**src/include/indirect_access_cfg.svh**
```systemverilog
// Offsets, field positions, reset values and select codes of the indirect access port
`ifndef INDIRECT_ACCESS_CFG_SVH
`define INDIRECT_ACCESS_CFG_SVH

// ----------------------------------------------------------------------------
// Directly addressed registers
// ----------------------------------------------------------------------------
`define ACC_CTRL_OFS    8'hB0
`define ACC_OFFSET_OFS  8'hB1
`define ACC_BYTE_OFS    8'hB2

// ----------------------------------------------------------------------------
// Control register fields
// ----------------------------------------------------------------------------
`define CTRL_SEL_MSB    5
`define CTRL_SEL_LSB    2
`define CTRL_STEP_BIT   1
`define CTRL_PREF_BIT   0
`define CTRL_RSVD_ZERO  2'h0

// ----------------------------------------------------------------------------
// Reset values
// ----------------------------------------------------------------------------
`define SEL_RST         4'h0
`define OFFSET_RST      8'h00
`define BYTE_RST        8'h00
`define RDATA_RST       8'h00
`define UNMAPPED_RDATA  8'h00

// ----------------------------------------------------------------------------
// Target select codes and block indices
// ----------------------------------------------------------------------------
`define NUM_BLOCKS      5
`define SEL_PATGEN      4'h0
`define SEL_RX0         4'h1
`define SEL_RX1         4'h2
`define SEL_RX_SHARED   4'h5
`define SEL_RX_BOTH     4'h6
`define SEL_CSI         4'h7
`define DUAL_WR_MASK    5'h06

`endif

```
**src/include/indirect_access_pkg.sv**
```systemverilog
// Types shared by the indirect access port
`include "indirect_access_cfg.svh"

package indirect_access_pkg;

  // Whole state of the access port in one record
  typedef struct packed {
    logic [3:0]               target_block_select;
    logic                     offset_auto_step;
    logic                     prefetch_read_enable;
    logic [7:0]               target_offset;
    logic [7:0]               target_byte;
    logic [7:0]               tgt_offset;
    logic [`NUM_BLOCKS-1:0]   blk_wr;
    logic [`NUM_BLOCKS-1:0]   blk_rd;
    logic [7:0]               rdata;
  } access_state_type;

endpackage

```
**src/hdl/indirect_target_mux.sv**
```systemverilog
// Target decode and read-data select for the indirect access port
`timescale 1ns/100ps
`default_nettype none
`include "indirect_access_cfg.svh"

module indirect_target_mux #(
  parameter int NUM_BLK = `NUM_BLOCKS
) (
  input  wire logic [3:0]           sel_in,        // Target block select code
  input  wire logic [NUM_BLK*8-1:0] blk_rdata_in,  // Read data of every block
  output logic      [NUM_BLK-1:0]   wr_mask_out,   // Blocks a write reaches
  output logic      [NUM_BLK-1:0]   rd_mask_out,   // Block a read reaches
  output logic      [7:0]           rdata_out      // Selected read data
);

  // ----------------------------------------------------------------------------
  // Per-block decode
  // ----------------------------------------------------------------------------
  localparam logic [4*`NUM_BLOCKS-1:0] BLK_CODES =
    {`SEL_CSI, `SEL_RX_SHARED, `SEL_RX1, `SEL_RX0, `SEL_PATGEN};
  localparam logic [`NUM_BLOCKS-1:0] DUAL_MASK = `DUAL_WR_MASK;

  logic [7:0] chain [NUM_BLK:0];

  assign chain[0] = 8'h00;

  // Reserved codes hit no block, so reads return zero and nothing is strobed
  genvar i;
  generate
    for (i = 0; i < NUM_BLK; i++) begin : g_blk
      assign rd_mask_out[i] = (sel_in == BLK_CODES[4*i +: 4]);
      // Dual code writes both receive ports in the same cycle
      assign wr_mask_out[i] = rd_mask_out[i] ||
                              ((sel_in == `SEL_RX_BOTH) && DUAL_MASK[i]);
      assign chain[i+1] = chain[i] |
                          (rd_mask_out[i] ? blk_rdata_in[8*i +: 8] : 8'h00);
    end
  endgenerate

  assign rdata_out = chain[NUM_BLK];

endmodule
`default_nettype wire

```
**src/hdl/indirect_access_port.sv**
```systemverilog
// Indirect register access port: control, offset and data registers
//
// Operation
// Four-bit select picks the internal target block
// Select 0110 writes both receive ports together
// Auto-step adds one after each access
// Offset write strobes read when prefetch enabled
// Data read with step and prefetch strobes again
// Host sets prefetch only for prefetching blocks
// Eight-bit offset targets every indirect access
// Data write writes byte at current offset
// Data read returns selected block's register
// Control top bits zero; fields reset zero
// Host uses byte accesses on control bus
`timescale 1ns/100ps
`default_nettype none
`include "indirect_access_cfg.svh"

module indirect_access_port
  import indirect_access_pkg::*;
#(
  parameter int NUM_BLK = `NUM_BLOCKS
) (
  input  wire logic                 ref_clk_in,     // Register clock
  input  wire logic                 rst_n_in,       // Async reset, active low
  input  wire logic [7:0]           reg_addr_in,    // Byte address from bus slave
  input  wire logic [7:0]           reg_wdata_in,   // Write byte
  input  wire logic                 reg_wr_in,      // Write strobe, one cycle
  input  wire logic                 reg_rd_in,      // Read strobe, one cycle
  output logic      [7:0]           reg_rdata_out,  // Read byte, one cycle late
  output logic      [7:0]           tgt_offset_out, // Offset inside target block
  output logic      [7:0]           tgt_wdata_out,  // Byte for target write
  output logic      [NUM_BLK-1:0]   blk_wr_out,     // Per-block write strobe
  output logic      [NUM_BLK-1:0]   blk_rd_out,     // Per-block read strobe
  input  wire logic [NUM_BLK*8-1:0] blk_rdata_in    // Per-block read data
);

  // ----------------------------------------------------------------------------
  // State and decode
  // ----------------------------------------------------------------------------
  access_state_type q;
  access_state_type d;

  logic [NUM_BLK-1:0] wr_mask;
  logic [NUM_BLK-1:0] rd_mask;
  logic [7:0]         blk_rdata;
  logic               wr_ctrl;
  logic               wr_off;
  logic               wr_byte;
  logic               rd_byte;

  // Byte accesses arrive from the control bus slave, one per strobe
  assign wr_ctrl = reg_wr_in && (reg_addr_in == `ACC_CTRL_OFS);
  assign wr_off  = reg_wr_in && (reg_addr_in == `ACC_OFFSET_OFS);
  assign wr_byte = reg_wr_in && (reg_addr_in == `ACC_BYTE_OFS);
  assign rd_byte = reg_rd_in && !reg_wr_in &&
                   (reg_addr_in == `ACC_BYTE_OFS);

  indirect_target_mux #(
    .NUM_BLK (NUM_BLK)
  ) u_mux (
    .sel_in       (q.target_block_select),
    .blk_rdata_in (blk_rdata_in),
    .wr_mask_out  (wr_mask),
    .rd_mask_out  (rd_mask),
    .rdata_out    (blk_rdata)
  );

  // ----------------------------------------------------------------------------
  // Next state
  // ----------------------------------------------------------------------------
  // Strobes last one cycle; the target offset normally follows the stored one
  always_comb begin
    d            = q;
    d.blk_wr     = '0;
    d.blk_rd     = '0;
    d.tgt_offset = q.target_offset;
    if (wr_ctrl) begin
      d.target_block_select  = reg_wdata_in[`CTRL_SEL_MSB:`CTRL_SEL_LSB];
      d.offset_auto_step     = reg_wdata_in[`CTRL_STEP_BIT];
      d.prefetch_read_enable = reg_wdata_in[`CTRL_PREF_BIT];
    end
    if (wr_off) begin
      d.target_offset = reg_wdata_in;
      d.tgt_offset    = reg_wdata_in;
      // Prefetch lets slow blocks stage data before the host reads it
      if (q.prefetch_read_enable) begin
        d.blk_rd = rd_mask;
      end
    end else if (wr_byte) begin
      d.target_byte = reg_wdata_in;
      d.blk_wr      = wr_mask;
      // Strobe goes out at the old offset while the stored one steps
      d.tgt_offset  = q.target_offset;
      if (q.offset_auto_step) begin
        d.target_offset = q.target_offset + 8'h01;
      end
    end else if (rd_byte) begin
      if (q.offset_auto_step) begin
        d.target_offset = q.target_offset + 8'h01;
        d.tgt_offset    = q.target_offset + 8'h01;
        if (q.prefetch_read_enable) begin
          d.blk_rd = rd_mask;
        end
      end
    end
    // Read data is captured here, so it reflects the offset before any step
    if (reg_rd_in && !reg_wr_in) begin
      case (reg_addr_in)
        `ACC_CTRL_OFS: begin
          d.rdata = {`CTRL_RSVD_ZERO, q.target_block_select,
                     q.offset_auto_step, q.prefetch_read_enable};
        end
        `ACC_OFFSET_OFS: begin
          d.rdata = q.target_offset;
        end
        `ACC_BYTE_OFS: begin
          d.rdata = blk_rdata;
        end
        default: begin
          d.rdata = `UNMAPPED_RDATA;
        end
      endcase
    end
  end

  // ----------------------------------------------------------------------------
  // State register
  // ----------------------------------------------------------------------------
  always_ff @(posedge ref_clk_in or negedge rst_n_in) begin
    if (!rst_n_in) begin
      q.target_block_select  <= `SEL_RST;
      q.offset_auto_step     <= 1'b0;
      q.prefetch_read_enable <= 1'b0;
      q.target_offset        <= `OFFSET_RST;
      q.target_byte          <= `BYTE_RST;
      q.tgt_offset           <= `OFFSET_RST;
      q.blk_wr               <= '0;
      q.blk_rd               <= '0;
      q.rdata                <= `RDATA_RST;
    end else begin
      q <= d;
    end
  end

  // Every output is a flop of the state record
  assign reg_rdata_out  = q.rdata;
  assign tgt_offset_out = q.tgt_offset;
  assign tgt_wdata_out  = q.target_byte;
  assign blk_wr_out     = q.blk_wr;
  assign blk_rd_out     = q.blk_rd;
endmodule
`default_nettype wire

```
**config.mk**
```make
export PLATFORM = sky130hd
export DESIGN_NAME = indirect_access_port
export DESIGN_NICKNAME = d
export VERILOG_FILES = /design/src/include/indirect_access_pkg.sv /design/src/hdl/indirect_target_mux.sv /design/src/hdl/indirect_access_port.sv
export VERILOG_INCLUDE_DIRS = /design/src /design/src/include
export SDC_FILE = /design/constraint.sdc
export NUM_CORES = 1
export LEC_CHECK = 0
export BUFFER_PORTS_ARGS = -buffer_cell sky130_fd_sc_hd__buf_2
export CORE_MARGIN = 2
export CORE_UTILIZATION = 55
export CTS_CLUSTER_DIAMETER = 40
export DETAILED_ROUTE_END_ITERATION = 16
export PLACE_DENSITY = 0.85
export SLEW_MARGIN = 40
export SYNTH_ARGS = -nofsm -noshare
export SYNTH_HDL_FRONTEND = slang
export SYNTH_SLANG_ARGS = --single-unit
export TNS_END_PERCENT = 50
```
**constraint.sdc**
```tcl
create_clock -name ref_clk_in -period 2.23 [get_ports ref_clk_in]
set_input_delay 0.1115 -clock ref_clk_in [delete_from_list [all_inputs] [get_ports ref_clk_in]]
set_output_delay 0.1115 -clock ref_clk_in [all_outputs]
set_load 0.005 [all_outputs]
```
==> results of run 1 <==
-- metrics by stage --
| step | util, % | worst slack, ns | power (mW) | cell area [um^2] | instances |
|---|---|---|---|---|---|
| 6_report | 64.5 | 0.326 | 1.82 | 3340 | 420 |
| 5_1_grt | 64.5 | 0.151 | 1.89 | 3340 | 420 |
| 4_1_cts | 64.4 | 0.379 | 1.82 | 3330 | 420 |
| 3_5_place_dp | 62.0 | 0.392 | 1.19 | 3210 | 411 |
| 3_3_place_gp | 62.0 | 0.445 | 1.18 | 3210 | 411 |
| 2_1_floorplan | - | 0.726 | 1.09 | 2980 | 296 |
-- power by group --
part / total [mW] / internal [mW] / leakage [nW] / switching (mW)
Sequential: 0.933 / 0.898 / 0.665 / 0.0353
Combinational: 0.243 / 0.116 / 0.880 / 0.127
Clock: 0.642 / 0.338 / 0.0548 / 0.304
Total: 1.82 / 1.35 / 1.60 / 0.466
-- cell families (layout without fill, tap and decap cells) --
logic type / count (synthesis) / in the layout / synth area share, %
AO/OA/AOI/OAI: 67 / 67 / 16.1
buffers and inverters: 55 / 109 / 12.5
adder cells (fa/ha/maj): 1 / 1 / 0.419
multiplexers: 29 / 29 / 10.5
AND/OR/NAND/NOR: 95 / 95 / 19.9
XOR/XNOR: 1 / 1 / 0.294
flip-flops: 48 / 48 / 40.3
-- repair_timing --
item,4_1_cts,5_1_grt
hold endpoints to repair,13,0
hold buffers,1,0
resized for setup,0,0
-- state kept, by name, summed over array words and instances (netlist names) --
register,cells
blk_rd_out,5
blk_wr_out,5
q,14
reg_rdata_out,8
tgt_offset_out,8
tgt_wdata_out,8
-- worst register-to-register path: cells and delay by family (launching register included) --
kind,cells,cell delay (ns)
AO/OA/AOI/OAI,2,0.40
flip-flops,1,0.67
AND/OR/NAND/NOR,2,0.76
-- area by class of cell --
cell class,count,area [um^2],area share [%]
Multi-Input combinational cell,193,1410,42.4
Sequential cell,48,1200,36.0
Timing Repair Buffer,99,513,15.4
Tap cell,70,87.6,2.62
Clock buffer,5,68.8,2.06
Clock inverter,3,46.3,1.39
Inverter,2,7.51,0.225
-- final timing paths --
path / start / to / slack (ns) / depth (start not counted)
hold reg to reg: tgt_wdata_out[3] / tgt_wdata_out[3] / 0.51 / 1
setup / recovery: q[44] / reg_rdata_out[0] / 0.33 / 4
hold / removal: reg_wdata_in[7] / tgt_offset_out[7] / 0.05 / 3
max in group asynchronous: rst_n_in / q[46] / 1.44 / 3
setup reg to reg: q[44] / reg_rdata_out[0] / 0.33 / 4
min in group asynchronous: rst_n_in / reg_rdata_out[5] / 0.24 / 2
-- synthesized netlist by cell type (6+ instances only) --
cell type  count
dfrtp_1       48
buf_4         37
mux2_2        18
nand3_1       16
o21ai_0       15
nand2_1       13
nor2_1        12
mux2i_1       11
o211ai_1       8
a22oi_1        7
nand2b_1       7
nor3_1         7
clkbuf_1       6
-- layer usage --
metal	part of all wire [%]	wire length [um]	vias up	track usage, %
met3	8.0	586	21	4.30
li1	-	-	1193	-
met1	42	3060	1229	33.8
met4	2.6	192	0	8.21
met2	47	3450	151	40.3
met5	0	0	-	0
==> reports/metrics.yaml, run 1 <==
syn_area_per_cell_um2: 10.1
die_x_um: 77.6
syn_inst: 296
final_antenna_net_count: 0
first_iter_violations: 268
cts-root-buf: "clkbuf_8"
die_area_um2: 6030
synth_ff_type: "dfrtp_1"
layout-area-overhead-vs-synth_pct: 11.9
htreeDepth: 2
core_um2: 5170
drc_errors: 0
netlist.area_leader.share_pct: 40.3
layout_common_cells: "buf_2 (93), dfrtp_1 (48), mux2_2 (18)"
finClkSkew_ns: 0.00417
clk_latency_ns: 0.30
yosys-top-cells-area: "dfrtp_1 (40%), buf_4 (9.3%), mux2_2 (6.8%)"
final_common_cell: "buf_2"
ys_warn_count: 0
p_leak_nw: 1.60
wl_um: 7280
critPathKind: "flop to flop"
synth_top_cell_by_area: "dfrtp_1"
final.fill_count: 422
setup_viol: 0
grt_pass1_vias: 2351
synth_area_um2: 2980
gp_congestion: 0.877
crit_family: "simple AND/OR/NAND/NOR gates"
maxCapViolCount: 0
grt_pass1_wl_um: 11800
diodes: 0
synth_nets: 357
drv_slew: 0
min_period_ns: 1.90
grt_remaining_overflow: 0
nets: 410
slowest_delay_ns: 0.67
rsz0062_at_grt: "false"
start_util_pct: 57.7
powerDensity_nw_per_um2: 545
grt_usage_pct: 24.8
port_buffers: 93
max_freq_mhz: 525
vias: 2594
rows: 26
critPathMaxFanout: 12
antenna_found_initial: 0
cp.required_ns: 2.45
final.setup.tns_ns: 0
drtPass1Iterations: 5
yosysUniqueCellTypes: 52
wl_per_cell_um: 17.3
async_flop_share_pct: 100
cts_tree: "yes"
clk_transition_reported_paths_ns: 0.09
clock-sinks: 48
cts_setup_buffers: 0
avgViaCountPerCell: 6.18
dp_hpwl_um: 5410
grt_max_degree: 21
ys_seq_area_share_pct: 40.3
cp-start-kind: "flop"
outcome: "finished clean"
ir_drop_uv: 354
drive_gt1_share_pct: 38.3
dieHeight_um: 77.6
relSlewSlack_pct: 60.9
hold_viol: 0
worst_ep_arrival_time_ns: 2.13
end_kind: "flop"
path_cells: "nand2b_1 -> nor3b_2 -> a222oi_1 -> o21ai_0"
worst_pin_slew_ns: 0.582
holdCritPathClass: "input pin to flop"
crit_buf_inv: 0
fin_crit_sh_pct: 85.4
cts-buffers-inserted: 5
synth_edf_count: 0
crit_slowest_cell: "dfrtp_1"
whs_ns: 0.0524
ioPinCount: 94
synth-seq-cells: 48
clock_path_buffers: 2
(Power assumes the default switching activity.)
==> run 2, diff against run 1 <==
- CORE_ASPECT_RATIO: unset -> 0.5
==> reports/metrics.yaml, run 2 (same netlist as run 1, synthesis figures left out) <==
drtPass1Iterations: 5  # unchanged
grt_usage_pct: 24.0  # was 24.8%
p_leak_nw: 1.60  # about the same
power_mw: 1.72  # was 1.82 mW
core_um2: 5070  # was 5170 um^2
wl_um: 7370  # was 7280 um
finClkSkew_ns: 0.00407  # was 0.00417 ns
maxCapViolCount: 0  # unchanged
grt_pass1_wl_um: 11300  # was 11800 um
clk_latency_ns: 0.30  # about the same
wl_per_cell_um: 17.5  # was 17.3 um
nets: 411  # was 410
rows: 18  # was 26
gp_congestion: 0.867  # was 0.877
holdCritPathClass: "input pin to flop"  # unchanged
worst_ep_arrival_time_ns: 2.19  # was 2.13 ns
critPathMaxFanout: 12  # unchanged
grt_pass1_vias: 2318  # was 2351
final.setup.tns_ns: 0  # unchanged
critPathKind: "flop to flop"  # unchanged
antenna_found_initial: 0  # unchanged
final_cell_area_um2: 3330  # was 3340 um^2
clock-sinks: 48  # unchanged
worst_pin_slew_ns: 0.621  # was 0.582 ns
setup_viol: 0  # unchanged
cp.required_ns: 2.45  # about the same
end_kind: "flop"  # unchanged
hold_viol: 0  # unchanged
port_buffers: 93  # unchanged
switching_share_pct: 26.7  # was 25.6%
die_area_um2: 6060  # was 6030 um^2
layout_common_cells: "buf_2 (92), dfrtp_1 (48), mux2_2 (18)"  # was buf_2 (93), dfrtp_1 (48), mux2_2 (18)
fin_crit_sh_pct: 88.2  # was 85.4%
avgViaCountPerCell: 5.95  # was 6.18
max_freq_mhz: 509  # was 525 MHz
powerDensity_nw_per_um2: 518  # was 545 nW/um^2
drive_gt1_share_pct: 38.5  # was 38.3%
stdcell_count: 421  # was 420
dp_hpwl_um: 5510  # was 5410 um
p_int_mw: 1.26  # was 1.35 mW
grt_remaining_overflow: 0  # unchanged
final_common_cell: "buf_2"  # unchanged
diodes: 0  # unchanged
relSlewSlack_pct: 58.4  # was 60.9%
final.fill_count: 420  # was 422
outcome: "finished clean"  # unchanged
layout-area-overhead-vs-synth_pct: 11.5  # was 11.9%
clock_path_buffers: 2  # unchanged
cts.repair.resized: 0  # unchanged
rsz0062_at_grt: "false"  # unchanged
dieHeight_um: 56.1  # was 77.6 um
vias: 2504  # was 2594
ioPinCount: 94  # unchanged
cts-buffers-inserted: 5  # unchanged
drc_errors: 0  # unchanged
largest_reg_flops: 14  # unchanged
fin_ws_ns: 0.264  # was 0.326 ns
cts_setup_buffers: 0  # unchanged
clk_transition_reported_paths_ns: 0.09  # about the same
min_period_ns: 1.97  # was 1.90 ns
first_iter_violations: 185  # was 268
seq_power_share_pct: 54.2  # was 51.3%
ir_drop_uv: 251  # was 354 uV
die_x_um: 108  # was 77.6 um
start_util_pct: 58.9  # was 57.7%
cts_tree: "yes"  # unchanged
combPwrFrac_pct: 14.2  # was 13.4%
p_clk_share_pct: 31.6  # was 35.3%
regMostFlops: "q"  # unchanged
postPlaceCellArea_um2: 3220  # was 3210 um^2
cts-root-buf: "clkbuf_8"  # unchanged
final_antenna_net_count: 0  # unchanged
pre_cts_slack_ns: 0.302  # was 0.392 ns
p_sw_mw: 0.459  # was 0.466 mW
grt_max_degree: 41  # was 21
drv_slew: 0  # unchanged
cp-start-kind: "flop"  # unchanged
dp.cells: 412  # was 411
htreeDepth: 2  # unchanged
-- run 2: path summary, 6_finish.rpt --
| kind | startpoint | to | slack [ns] | depth (start not counted) |
|---|---|---|---|---|
| min | reg_wdata_in[7] | tgt_offset_out[7] | 0.04 | 3 |
| max reg2reg | q[44] | reg_rdata_out[4] | 0.26 | 4 |
| max in group asynchronous | rst_n_in | blk_wr_out[4] | 1.43 | 3 |
| max | q[44] | reg_rdata_out[4] | 0.26 | 4 |
| min reg2reg | tgt_wdata_out[6] | tgt_wdata_out[6] | 0.51 | 1 |
| min in group asynchronous | rst_n_in | tgt_wdata_out[6] | 0.32 | 2 |
-- run 2: layer usage --
metal / global-route usage [%] / vias to the layer above / part of all wire (%)
met5: 0 / - / 0
met3: 3.98 / 8 / 7.8
li1: - / 1190 / -
met4: 6.04 / 0 / 0.77
met1: 34.8 / 1198 / 47
met2: 37.6 / 108 / 45
-- run 2: final cells by class --
cell class | instances | area, um^2 | area share [%]
well taps | 70 | 87.6 | 2.63
repair buffers | 100 | 523 | 15.7
clock inverters | 2 | 10.0 | 0.301
clock buffers | 6 | 82.6 | 2.48
inverters | 2 | 7.51 | 0.226
multi-input cells | 193 | 1410 | 42.5
flip-flops and latches | 48 | 1200 | 36.1
-- run 2: through the flow --
step           utilization (%)  hold slack (ns)
6_report                  65.6           0.0397
5_1_grt                   65.6           0.0371
2_1_floorplan                -           -0.184
3_3_place_gp              63.4            0.264
3_5_place_dp              63.5            0.119
4_1_cts                   65.5           0.0408
-- run 2: power by group through the flow --
stage	sequential [mW]	clock [mW]	combinational, mW
2_1_floorplan	0.930	0	0.159
3_3_place_gp	0.948	0	0.234
3_5_place_dp	0.950	0	0.243
4_1_cts	0.932	0.544	0.245
5_1_grt	0.939	0.587	0.269
6_report	0.934	0.544	0.245
-- run 2: timing repair --
item / in CTS / in global routing
hold buffers: 1 / 0
setup endpoints to repair: 0 / 0
endpoints found under the hold margin: 38 / 0
-- run 2: critical path, stage by stage, from the launching register on --
cell and delay, ns:
dfrtp_1 0.65, nand2b_1 0.21, nor3b_2 0.58, a222oi_1 0.25, o21ai_0 0.18
